[src/hw/rwm_map.svh]
// Purpose: register offsets, field positions, reset values and timing
// Assumes: classic wishbone slave, 32-bit data, byte addresses
// Notes:   shared by the top and clock divider design files of the width control block
`ifndef RWM_MAP_SVH
`define RWM_MAP_SVH

`define RWM_ADR_STATUS  8'h00
`define RWM_ADR_ACC     8'h04
`define RWM_ADR_IDX_X   8'h08
`define RWM_ADR_IDX_Y   8'h0c
`define RWM_ADR_CONFIG  8'h10
`define RWM_ADR_WIDTH   8'h14

`define RWM_BIT_X       0
`define RWM_BIT_M       1
`define RWM_BIT_E       2
`define RWM_BIT_SPEED   0

`define RWM_STATUS_RST  3'h7
`define RWM_CONFIG_RST  1'h0

// core clock in kHz, slow and fast cpu clock in kHz
`define RWM_CLK_KHZ     40000
`define RWM_SLOW_KHZ    1000
`define RWM_FAST_KHZ    2500

`endif

[src/hw/rwm_pkg.sv]
// Purpose: types for the width control block
// Assumes: constants come from rwm_map.svh
// Notes:   packed structs carry the mode flags and bus request
package rwm_pkg;

  typedef struct packed {
    logic emu;
    logic acc8;
    logic idx8;
  } rwm_mode_t;

  typedef struct packed {
    logic        cyc;
    logic        stb;
    logic        we;
    logic [3:0]  sel;
    logic [7:0]  adr;
    logic [31:0] dat;
  } rwm_wb_req_t;

  typedef enum logic [1:0] {
    RWM_BUS_IDLE = 2'b00,
    RWM_BUS_ACK  = 2'b01
  } rwm_bus_state_t;

endpackage

[src/hw/rwm_clkgen.sv]
// Purpose: processor clock divider for the two speeds
// Assumes: fast_i comes from a register on clk_i
// Notes:   speed changes take effect at once, shortening or stretching the half period in progress
`timescale 1ns/100ps
`include "rwm_map.svh"
module rwm_clkgen #(
  parameter int unsigned CLK_KHZ  = `RWM_CLK_KHZ,
  parameter int unsigned SLOW_KHZ = `RWM_SLOW_KHZ,
  parameter int unsigned FAST_KHZ = `RWM_FAST_KHZ
) (
  input  wire logic clk_i,
  input  wire logic rst_i,
  input  wire logic fast_i,
  output logic      cpu_clk_o
);
  import rwm_pkg::*;

  // half periods in core cycles, rounded down, never under one
  localparam int unsigned HALF_SLOW_RAW = CLK_KHZ / (2 * SLOW_KHZ);
  localparam int unsigned HALF_FAST_RAW = CLK_KHZ / (2 * FAST_KHZ);
  localparam int unsigned HALF_SLOW =
    (HALF_SLOW_RAW < 1) ? 1 : HALF_SLOW_RAW;
  localparam int unsigned HALF_FAST =
    (HALF_FAST_RAW < 1) ? 1 : HALF_FAST_RAW;
  localparam logic [7:0] SLOW_LAST = 8'(HALF_SLOW - 1);
  localparam logic [7:0] FAST_LAST = 8'(HALF_FAST - 1);

  logic [7:0] cnt_q;
  logic [7:0] cnt_d;
  logic       clk_q;
  logic       clk_d;
  logic [7:0] last;

  //////////////////////////////////////////////////////////////////////
  always_comb begin
    last  = fast_i ? FAST_LAST : SLOW_LAST;
    cnt_d = cnt_q + 8'h01;
    clk_d = clk_q;
    if (cnt_q >= last) begin
      cnt_d = 8'h00;
      clk_d = ~clk_q;
    end
  end

  always_ff @(posedge clk_i) begin
    if (rst_i) begin
      cnt_q <= 8'h00;
      clk_q <= 1'b0;
    end else begin
      cnt_q <= cnt_d;
      clk_q <= clk_d;
    end
  end

  assign cpu_clk_o = clk_q;
endmodule

[src/hw/rwm_top.sv]
// Purpose: operand width control, width-masked registers, clock select
// Assumes: classic wishbone master, one outstanding cycle
// Notes:   software plays the processor core through the registers
`timescale 1ns/100ps
`include "rwm_map.svh"
module rwm_top (
  input  wire logic         clk_i,
  input  wire logic         rst_i,
  input  wire logic         cyc_i,
  input  wire logic         stb_i,
  input  wire logic         we_i,
  input  wire logic [3:0]   sel_i,
  input  wire logic [7:0]   adr_i,
  input  wire logic [31:0]  dat_i,
  output logic      [31:0]  dat_o,
  output logic              ack_o,
  output rwm_pkg::rwm_mode_t mode_o,
  output logic              mem_wide_o,
  output logic              idx_wide_o,
  output logic              cpu_clk_o
);
  import rwm_pkg::*;

  rwm_wb_req_t    req;
  rwm_bus_state_t st_q;
  rwm_bus_state_t st_d;
  rwm_mode_t      mode_q;
  rwm_mode_t      mode_d;
  logic [15:0]    acc_q;
  logic [15:0]    acc_d;
  logic [15:0]    idx_x_q;
  logic [15:0]    idx_x_d;
  logic [15:0]    idx_y_q;
  logic [15:0]    idx_y_d;
  logic           fast_q;
  logic           fast_d;
  logic [31:0]    rdat_q;
  logic [31:0]    rdat_d;
  logic           wr_go;
  logic           rd_go;

  // merge a write into a 16-bit word; upper lanes blocked when narrow
  function automatic logic [15:0] wr16(input logic [15:0] old,
                                       input logic [31:0] wd,
                                       input logic [3:0]  sel,
                                       input logic        narrow);
    logic [15:0] r;
    r = old;
    if (sel[0])
      r[7:0] = wd[7:0];
    if (sel[1] && !narrow)
      r[15:8] = wd[15:8];
    return r;
  endfunction

  // width-masked view of a 16-bit register
  function automatic logic [15:0] view16(input logic [15:0] v,
                                         input logic        narrow);
    return narrow ? {8'h00, v[7:0]} : v;
  endfunction

  //////////////////////////////////////////////////////////////////////
  // bus slave: ack one cycle after the request, dropped the next cycle
  assign req = '{cyc: cyc_i, stb: stb_i, we: we_i, sel: sel_i,
                 adr: adr_i, dat: dat_i};

  always_comb begin
    st_d = st_q;
    case (st_q)
      RWM_BUS_IDLE: begin
        if (req.cyc && req.stb)
          st_d = RWM_BUS_ACK;
      end
      RWM_BUS_ACK: begin
        st_d = RWM_BUS_IDLE;
      end
      default: begin
        st_d = RWM_BUS_IDLE;
      end
    endcase
  end

  assign ack_o = (st_q == RWM_BUS_ACK);
  // write commits at the acknowledging edge, as the master samples it
  assign wr_go = ack_o && req.cyc && req.stb && req.we;
  assign rd_go = (st_q == RWM_BUS_IDLE) && req.cyc && req.stb && !req.we;

  //////////////////////////////////////////////////////////////////////
  // mode flags and width-masked registers
  always_comb begin
    mode_d  = mode_q;
    acc_d   = acc_q;
    idx_x_d = idx_x_q;
    idx_y_d = idx_y_q;
    fast_d  = fast_q;
    if (wr_go) begin
      case (req.adr)
        `RWM_ADR_STATUS: begin
          if (req.sel[0]) begin
            mode_d.emu  = req.dat[`RWM_BIT_E];
            mode_d.acc8 = req.dat[`RWM_BIT_M];
            mode_d.idx8 = req.dat[`RWM_BIT_X];
          end
        end
        `RWM_ADR_ACC: begin
          acc_d = wr16(acc_q, req.dat, req.sel, mode_q.acc8);
        end
        `RWM_ADR_IDX_X: begin
          idx_x_d = wr16(idx_x_q, req.dat, req.sel, mode_q.idx8);
        end
        `RWM_ADR_IDX_Y: begin
          idx_y_d = wr16(idx_y_q, req.dat, req.sel, mode_q.idx8);
        end
        `RWM_ADR_CONFIG: begin
          if (req.sel[0])
            fast_d = req.dat[`RWM_BIT_SPEED];
        end
        default: begin
        end
      endcase
    end
    if (mode_d.emu) begin
      mode_d.acc8 = 1'b1;
      mode_d.idx8 = 1'b1;
    end
    // emulation clears the acc upper byte, idx8 clears the x and y upper bytes, so they stay zero when read
    if (mode_d.emu)
      acc_d[15:8] = 8'h00;
    if (mode_d.idx8) begin
      idx_x_d[15:8] = 8'h00;
      idx_y_d[15:8] = 8'h00;
    end
  end

  //////////////////////////////////////////////////////////////////////
  // read mux; upper half of acc hidden only in emulation, as held
  always_comb begin
    rdat_d = rdat_q;
    if (rd_go) begin
      case (req.adr)
        `RWM_ADR_STATUS:
          rdat_d = {29'h0, mode_q.emu, mode_q.acc8, mode_q.idx8};
        `RWM_ADR_ACC:
          rdat_d = {16'h0, view16(acc_q, mode_q.emu)};
        `RWM_ADR_IDX_X:
          rdat_d = {16'h0, view16(idx_x_q, mode_q.idx8)};
        `RWM_ADR_IDX_Y:
          rdat_d = {16'h0, view16(idx_y_q, mode_q.idx8)};
        `RWM_ADR_CONFIG:
          rdat_d = {31'h0, fast_q};
        `RWM_ADR_WIDTH:
          rdat_d = {30'h0, mem_wide_o, idx_wide_o};
        default:
          rdat_d = 32'h0;
      endcase
    end
  end

  //////////////////////////////////////////////////////////////////////
  // registers, one process per group
  always_ff @(posedge clk_i) begin
    if (rst_i) begin
      st_q <= RWM_BUS_IDLE;
    end else begin
      st_q <= st_d;
    end
  end

  always_ff @(posedge clk_i) begin
    if (rst_i) begin
      mode_q  <= rwm_mode_t'(`RWM_STATUS_RST);
      acc_q   <= 16'h0000;
      idx_x_q <= 16'h0000;
      idx_y_q <= 16'h0000;
      fast_q  <= `RWM_CONFIG_RST;
    end else begin
      mode_q  <= mode_d;
      acc_q   <= acc_d;
      idx_x_q <= idx_x_d;
      idx_y_q <= idx_y_d;
      fast_q  <= fast_d;
    end
  end

  always_ff @(posedge clk_i) begin
    if (rst_i) begin
      rdat_q <= 32'h0000_0000;
    end else begin
      rdat_q <= rdat_d;
    end
  end

  assign dat_o      = rdat_q;
  assign mode_o     = mode_q;
  assign mem_wide_o = !mode_q.acc8;
  assign idx_wide_o = !mode_q.idx8;

  //////////////////////////////////////////////////////////////////////
  rwm_clkgen u_clkgen (
    .clk_i     (clk_i),
    .rst_i     (rst_i),
    .fast_i    (fast_q),
    .cpu_clk_o (cpu_clk_o)
  );
endmodule
[config.mk]
export PLATFORM = sky130hd
export DESIGN_NAME = rwm_top
export DESIGN_NICKNAME = d
export VERILOG_FILES = /design/src/hw/rwm_pkg.sv /design/src/hw/rwm_clkgen.sv /design/src/hw/rwm_top.sv
export VERILOG_INCLUDE_DIRS = /design/src /design/src/hw
export SDC_FILE = /design/constraint.sdc
export NUM_CORES = 1
export LEC_CHECK = 0
export ABC_AREA = 1
export BUFFER_PORTS_ARGS = -buffer_cell sky130_fd_sc_hd__clkbuf_2
export CAP_MARGIN = 20
export CORE_UTILIZATION = 53
export DETAILED_ROUTE_END_ITERATION = 8
export GPL_TIMING_DRIVEN = 0
export PLACE_DENSITY = 0.82
export SLEW_MARGIN = 30
export SYNTH_ARGS = -nofsm -noshare
export SYNTH_HDL_FRONTEND = slang
export SYNTH_SLANG_ARGS = --single-unit
[constraint.sdc]
create_clock -name clk_i -period 1.6 [get_ports clk_i]
set_input_delay 0.4 -clock clk_i [delete_from_list [all_inputs] [get_ports clk_i]]
set_output_delay 0.4 -clock clk_i [all_outputs]
set_load 0.01 [all_outputs]
==> flow_summary.toml, run 1 <==
[run_status]
outcome = "completed"

[timing]
hold_viol_final = 0
hold_slack_ns = 0.293
finalClockSkew_ns = 0.00667
setup_viol = 0
slew_viol_final = 0
fin_crit_sh_pct = 95.6
finalCriticalPeriod_ns = 1.53
max_freq_mhz = 654
tns_ns = 0

[worst_setup_path]
cp_data_arrival_time_ns = 1.13
critPathBufInv = 3
critPathSlowestCell = "dfxtp_4"
worstPathRequired_ns = 1.20
criticalPathCategory = "flop to primary output"
cp-end-kind = "primary output"
crit_path_cell_trace = "clkinv_4 > buf_4 > clkbuf_2"
cp-start-kind = "flop"
crit_family = "buffers and inverters"
worstPathMaxFanout = 10
max_stage_delay_ns = 0.37

[clocking]
clk_latency_ns = 0.36
cts_sinks = 78
cts-root-buf = "clkbuf_8"
ctsHoldBuffers = 0
numCtsBuffers = 9
clk_pin_slew_ns = 0.08
clock_path_buffers = 2
cts_tree = "built"
h-tree-depth = 3

[cells_and_area]
drive_gt1_share_pct = 22.1
fin_area_mm2 = 0.00416
n_fill_cell = 555
area_growth_pct = 18.8
fin_nets = 614
antenna_cells = 0
final_cells = 643

[min_path]
min_path_type = "input port to flop"

[grt]
grt_use_total_pct = 26.6
antenna_found_initial = 0
overflow = 0
grt_pass1_wl_mm = 14.6
grt_pass1_vias = 3277
grt_start_max_net_pins = 13

[synth]
syn_inst = 480
synthArstFlopShare_pct = 0
synth_top_area_share_pct = 44.6
yosysMostFrequentCell = "nand2_1"
syn_area_mm2 = 0.00350
synth_seq_cells = 78
synth_top_area_cell = "dfxtp_1"
ys_seq_area_share_pct = 44.6
synth-main-ff-cell = "dfxtp_1"
yosysUniqueCellTypes = 31
synthTopCellsByArea = "dfxtp_1 (45%), nand2_1 (12%), nand3_1 (7.6%)"
synth_common_cells = "nand2_1 (113), dfxtp_1 (78), nand3_1 (53), nor2_1 (53), a21oi_1 (52)"
synth_warnings = 0
avgSynthCellArea_um2 = 7.30
synth_edf_count = 0

[job]
cap_violations = 0

[power]
finalPower_mw = 3.59
peakVddDrop_mv = 0.783
leakagePower_nw = 1.80
p_per_area_mw_per_mm2 = 864

[floorplan]
io_pins = 88
die_w_um = 83.3
die_area_mm2 = 0.00694
num_rows = 29
core_mm2 = 0.00635
start_util_pct = 55.2
die_h_um = 83.3

[route]
wl_per_cell_um = 13.8
drc = 0
routed_via_density = 5.42
first_pass_iters = 5
wirelength_mm = 8.89
drt-initial-drc-count = 230
detail-route-antenna-nets = 0
via_count = 3482

[placement]
portBuffers = 52
gp_congestion = 0.906
placed_cells = 626
dpl_cell_area_mm2 = 0.00392
dpl.hpwl_mm = 6.55
## stage by stage
step                      setup slack [ns]  util, %
after floorplan                      0.181        -
after global placement              -0.232     61.8
after detailed placement            -0.291     61.8
after CTS                         -0.00121     65.2
after global routing               -0.0140     65.5
final                               0.0698     65.5
## state kept, by name, summed over array words and instances, names as in the netlist
name                cells
idx_y_q                16
acc_q                  16
idx_x_q                16
u_clkgen.cnt_q          8
mode_o                  3
dat_o                  16
st_q                    1
u_clkgen.cpu_clk_o      1
fast_q                  1
## placed cells by master (no fill, tap or decap), drive strengths merged
cell type and n:
clkinvlp 1, nand2 117, nand4 10, clkbuf 68, o211ai 1, conb 18
nor3 4, nor2 58, nand3 54, o21ai 31, nor4 1, bufinv 1
or2 1, dfxtp 78, inv 31, xnor2 1, a21oi 53, buf 30
nor3b 2, ha 3, clkinv 3
## tightest hold or removal path: stages
cell and delay (ns):
clkbuf_2 0.10, nor2_1 0.04, nor2_1 0.08
## path summary, 6_finish.rpt
path | from | to | slack, ns | cells after the start
worst min-delay path | dat_i[6] | idx_x_q[6]$_SDFFE_PP0P_ | 0.29 | 3
worst min register to register | u_clkgen.cnt_q[0]$_SDFF_PP0_ | u_clkgen.cnt_q[0]$_SDFF_PP0_ | 0.45 | 1
worst max register to register | st_q[0]$_SDFFE_PP0P_ | idx_y_q[14]$_SDFFE_PP0P_ | 0.11 | 5
worst max-delay path | mode_o[0]$_SDFF_PP1_ | idx_wide_o | 0.07 | 3
## logic make-up (layout without fill, tap and decap cells)
logic type	count (synthesis)	in the layout	share of synthesized area, %
other	1	18	0.107
buffers and inverters	65	134	9.65
DFF	78	78	44.6
AOI/OAI and AO/OA	85	85	12.4
xor gates and xnor gates	1	1	0.250
adders and majority gates	3	3	1.07
and+or+nand+nor	247	247	31.9
## power by group
part,switching [mW],total (mW),internal [mW]
clock network,0.696,1.45,0.750
logic,0.124,0.197,0.0724
registers,0.00607,1.95,1.95
total,0.827,3.59,2.77
## final cells by class
cell class                      instances  area, µm²  share of cell area (%)
Buffer                                 33        221                    5.32
Sequential cell                        78       1570                    37.7
Inverter                               32        125                    3.01
Clock buffer                           11        141                    3.40
Timing Repair Buffer                   54        275                    6.62
Tap cell                               77       96.3                    2.32
Clock inverter                          4       47.5                    1.14
Multi-Input combinational cell        354       1690                    40.5
## metal layers
layer  global-route usage [%]  wire length [µm]  vias up
met5                        0                 0        -
met4                     13.8               284        0
met3                     7.26               626       25
met2                     44.4              4330      142
met1                     31.2              3650     1606
li1                         -                 -     1709
## what timing repair did
action,in CTS,in global routing
resized for setup,6,6
buffers inserted,2,0
endpoints found under the setup margin,20,30
pin swaps,1,1
Note: power is estimated with default switching activity, not from simulation.
==> inputs of run 2 (changes only) <==
- CORE_UTILIZATION: 53 -> 45
- PLACE_DENSITY: 0.82 -> 0.71
==> run 2 against run 1 <==
  * Via count fell by 3.0%
  * Routed wire length fell by 0.46%
  * Non-clock buffer count rose by 1
==> flow_summary.toml, run 2 (same netlist as run 1, synthesis figures left out) <==
[route]
routed_via_density = 5.07
drt-initial-drc-count = 201
detail-route-antenna-nets = 0
wirelength_mm = 8.85
drc = 0
wl_per_cell_um = 13.3
via_count = 3379
first_pass_iters = 4

[run_status]
outcome = "completed"

[cells_and_area]
n_fill_cell = 731
final_cells = 667
antenna_cells = 0
multi_input_area_mm2 = 0.00169
layout_commonest_cell = "nand2_1"
fin_nets = 615
mostFrequentLayoutCells = "nand2_1 (111), dfxtp_1 (76), nor2_1 (53), nand3_1 (53)"
regArea_mm2 = 0.00157
area_growth_pct = 21.0
fin_area_mm2 = 0.00424
drive_gt1_share_pct = 22.7

[power]
peakVddDrop_mv = 0.499
leakagePower_nw = 1.82
p_per_area_mw_per_mm2 = 897

[worst_setup_path]
criticalPathCategory = "flop to primary output"
critPathBufInv = 3
worstPathMaxFanout = 10
cp-start-kind = "flop"
crit_path_cell_trace = "clkinv_4 > clkbuf_8 > clkbuf_2"
critPathSlowestCell = "dfxtp_4"
crit_family = "buffers and inverters"
worstPathRequired_ns = 1.20
max_stage_delay_ns = 0.37
cp_data_arrival_time_ns = 1.12
cp-end-kind = "primary output"

[floorplan]
die_h_um = 90.2
die_area_mm2 = 0.00814
start_util_pct = 47.5
num_rows = 31
core_mm2 = 0.00737
io_pins = 88
die_w_um = 90.2

[clocking]
numCtsBuffers = 9
h-tree-depth = 3
cts-root-buf = "clkbuf_8"
cts_sinks = 78
cts_tree = "built"
clk_pin_slew_ns = 0.08
clk_latency_ns = 0.36
clock_path_buffers = 2

[timing]
finalClockSkew_ns = 0.00833
rsz0062_at_grt = "no"
hold_viol_final = 0
tns_ns = 0
max_freq_mhz = 659
worst_slack_ns = 0.0831
slew_viol_final = 0
setup_viol = 0
fin_crit_sh_pct = 94.8
finalCriticalPeriod_ns = 1.52

[job]
cap_violations = 0

[grt]
antenna_found_initial = 0
grt_pass1_vias = 3174
grt_start_max_net_pins = 14
overflow = 0
grt_pass1_wl_mm = 14.6
grt_use_total_pct = 22.7

[placement]
portBuffers = 52
placed_cells = 648
dp_slack_ns = -0.276
dpl.hpwl_mm = 6.49
gp_congestion = 0.829
dpl_cell_area_mm2 = 0.00395

[min_path]
min_path_type = "input port to flop"
run 2: changes by cell type in the layout (fill, tap and decap cells not counted), sizes merged:
cell / before / now
clkinvlp: 1 / 2
bufinv: 1 / 2
run 2: layout make-up:
| class | instances | share of cell area, % |
|---|---|---|
| tap | 99 | 2.92 |
| buffer | 33 | 5.38 |
| sequential | 78 | 37.0 |
| clock buffer | 10 | 3.25 |
| multi-input combinational | 354 | 39.8 |
| timing repair buffer | 55 | 6.67 |
| clock inverter | 6 | 2.01 |
| inverter | 32 | 2.95 |
run 2: metrics by stage:
step                      total power [mW]  hold slack (ns)  util (%)
after global routing                  3.92            0.318      57.5
final                                 3.80            0.317      57.5
after global placement                2.18            0.432      53.6
after floorplan                       2.11            0.418         -
after detailed placement              2.19            0.438      53.6
after CTS                             3.83            0.295      57.2
run 2: timing repair:
item / 4_1_cts / 5_1_grt
hold buffers: 0 / 0
pin swaps: 1 / 1
gates resized for setup: 8 / 5
buffers inserted: 2 / 1
setup endpoints to repair: 27 / 41
run 2: final timing paths:
kind / start / to / slack, ns / depth (start not counted)
max: mode_o[0]$_SDFF_PP1_ / idx_wide_o / 0.08 / 3
min: dat_i[3] / acc_q[3]$_SDFFE_PP0P_ / 0.32 / 3
max reg2reg: st_q[0]$_SDFFE_PP0P_ / idx_y_q[11]$_SDFFE_PP0P_ / 0.13 / 8
min reg2reg: u_clkgen.cnt_q[0]$_SDFF_PP0_ / u_clkgen.cnt_q[0]$_SDFF_PP0_ / 0.46 / 1
run 2: worst min-delay path: cells and delay by family:
kind	cells	cell delay [ns]
and+or+nand+nor	2	0.13
buffers and inverters	1	0.11
run 2: power by group:
part / internal [mW] / switching [mW]
clock: 0.915 / 0.740
combinational: 0.0726 / 0.122
sequential: 1.95 / 0.00535
run 2: metal layers:
| metal | share of wire (%) | routed length [µm] | global-route usage [%] | up-vias |
|---|---|---|---|---|
| li1 | - | - | - | 1708 |
| met4 | 2.5 | 221 | 9.81 | 0 |
| met3 | 5.6 | 498 | 5.33 | 19 |
| met1 | 43 | 3820 | 27.7 | 1550 |
| met5 | 0 | 0 | 0 | - |
| met2 | 49 | 4310 | 38.0 | 102 |
==> inputs of run 3 (changes only) <==
==> constraint.sdc (replaced) <==
create_clock -name clk_i -period 1.6 [get_ports clk_i]
set_input_delay 0.08 -clock clk_i [delete_from_list [all_inputs] [get_ports clk_i]]
set_output_delay 0.08 -clock clk_i [all_outputs]
set_load 0.01 [all_outputs]
==> run 3 against run 2 <==
  * Sequential share of layout area decreased by 0.50 points
  * Die area unchanged
  * Register-to-register slack about the same
  * Global-route usage increased by 0.11 points
  * Worst hold slack got worse by 0.31 ns
==> flow_summary.toml, run 3 (same netlist as run 1, synthesis figures left out) <==
[floorplan]
die_h_um = 90.2
io_pins = 88
core_mm2 = 0.00737
die_area_mm2 = 0.00814
start_util_pct = 47.5
die_w_um = 90.2
num_rows = 31

[power]
p_per_area_mw_per_mm2 = 891
switchingPower_mw = 0.875
seqPwrFrac_pct = 51.1
finalPower_mw = 3.82
leakagePower_nw = 1.84
combPwrFrac_pct = 5.4
pwr-share-clk_pct = 43.5
p_int_mw = 2.95
peakVddDrop_mv = 0.498
switching_share_pct = 22.9

[grt]
grt_start_max_net_pins = 14
overflow = 0
grt_use_total_pct = 22.8
antenna_found_initial = 0
grt_pass1_wl_mm = 14.6
grt_pass1_vias = 3191

[worst_setup_path]
worstPathRequired_ns = 1.52
critPathSlowestCell = "clkbuf_1"
max_stage_delay_ns = 0.39
cp-end-kind = "primary output"
crit_path_cell_trace = "clkinv_2 > clkbuf_1 > clkbuf_2"
timing.rr.end = "idx_y_q[11]$_SDFFE_PP0P_"
worstPathMaxFanout = 10
r2r_start = "st_q[0]$_SDFFE_PP0P_"
cp_data_arrival_time_ns = 1.46
criticalPathCategory = "flop to primary output"
cp-start-kind = "flop"
reg2reg_depth = 8
regToRegSetupSlack_ns = 0.13

[route]
detail-route-antenna-nets = 0
drt-initial-drc-count = 134
wl_per_cell_um = 13.1
first_pass_iters = 4
wirelength_mm = 8.83
routed_via_density = 5.05
via_count = 3404
drc = 0

[placement]
dp_slack_ns = -0.0440
portBuffers = 52
dpl.hpwl_mm = 6.49
gp_congestion = 0.829

[cells_and_area]
mostFrequentLayoutCells = "nand2_1 (111), dfxtp_1 (76), nor2_1 (53), nand3_1 (53)"
n_fill_cell = 721
antenna_cells = 0
area_growth_pct = 22.4
drive_gt1_share_pct = 22.1
fin_nets = 622
final_core_util_pct = 58.2
layout_commonest_cell = "nand2_1"

[run_status]
outcome = "completed"

[timing]
rsz0062_at_grt = "no"
max_freq_mhz = 650
fin_crit_sh_pct = 96.1
hold_viol_final = 0
worst_slack_ns = 0.0627
setup_viol = 0
finalCriticalPeriod_ns = 1.54
finalClockSkew_ns = 0.00934
hold_slack_ns = 0.00840
slew_viol_final = 0

[clocking]
clock_path_buffers = 2
cts_sinks = 78
cts_tree = "built"
h-tree-depth = 3
clk_latency_ns = 0.36
clk_pin_slew_ns = 0.08
cts-root-buf = "clkbuf_8"
numCtsBuffers = 9

[min_path]
hold_path_end = "acc_q[13]$_SDFFE_PP0P_"
min_path_type = "input port to flop"
worstHoldPathCells = 3
min_from = "dat_i[13]"

[job]
cap_violations = 0
## run 3: changes by cell type in the layout (fill, tap and decap cells not counted)
cell / change
dlygate4sd3_1: +8
clkbuf_8: -1
nor2_4: -1
clkinv_2: +1
clkinv_4: -1
clkbuf_1: +1
dfxtp_4: -1
nor2_2: +1
dfxtp_2: +1
buf_4: -1
## run 3: layout make-up
| class | count | area [µm²] | area share (%) |
|---|---|---|---|
| Inverter | 32 | 121 | 2.83 |
| Clock buffer | 10 | 138 | 3.21 |
| Tap cell | 99 | 124 | 2.89 |
| Buffer | 33 | 218 | 5.08 |
| Multi-Input combinational cell | 354 | 1680 | 39.2 |
| Clock inverter | 6 | 85.1 | 1.98 |
| Timing Repair Buffer | 62 | 355 | 8.29 |
| Sequential cell | 78 | 1560 | 36.5 |
## run 3: critical path: cells and delay by family, from the launching register on
| kind | cells | cell delay [ns] |
|---|---|---|
| flip-flops | 1 | 0.36 |
| buffers and inverters | 3 | 0.74 |
## run 3: power by group through the flow
stage               Clock, mW  Combinational (mW)  Sequential, mW
floorplan                   0               0.110            2.00
global placement            0               0.187            2.00
detailed placement          0               0.189            2.00
CTS                      1.68               0.206            1.95
global route             1.75               0.228            1.95
finish                   1.66               0.208            1.95
## run 3: stage by stage
stage          cells  TNS [ns]  area (µm²)
3_3_place_gp     648    -0.638        3950
4_1_cts          674         0        4280
6_report         674         0        4290
2_1_floorplan    497         0        3570
3_5_place_dp     648    -0.736        3950
5_1_grt          674         0        4290
## run 3: timing repair
item | in CTS | in global routing
resized for setup | 2 | 5
endpoints found under the hold margin | 14 | 0
hold buffers | 8 | 0
pin swaps | 1 | 1
setup buffers | 2 | 0
endpoints found under the setup margin | 27 | 40
## run 3: metal layers
layer | wire (µm) | global-route usage (%) | vias to the layer above
met3 | 478 | 5.25 | 20
met4 | 240 | 9.81 | 0
met5 | 0 | 0 | -
met1 | 3840 | 27.9 | 1563
met2 | 4260 | 38.3 | 100
li1 | - | - | 1721
## run 3: worst max-delay path by stage
stage	from	slack, ns	endpoint
4_1_cts	mode_o[0]$_SDFF_PP1_	0.006	idx_wide_o
6_report	mode_o[0]$_SDFF_PP1_	0.06	idx_wide_o
5_1_grt	st_q[0]$_SDFFE_PP0P_	0.006	dat_o[7]$_SDFFE_PP0P_
3_5_place_dp	st_q[0]$_SDFFE_PP0P_	-0.04	idx_x_q[9]$_SDFFE_PP0P_
2_1_floorplan	mode_o[0]$_SDFF_PP1_	0.23	dat_o[14]$_SDFFE_PP0P_
3_3_place_gp	st_q[0]$_SDFFE_PP0P_	-0.07	dat_o[7]$_SDFFE_PP0P_
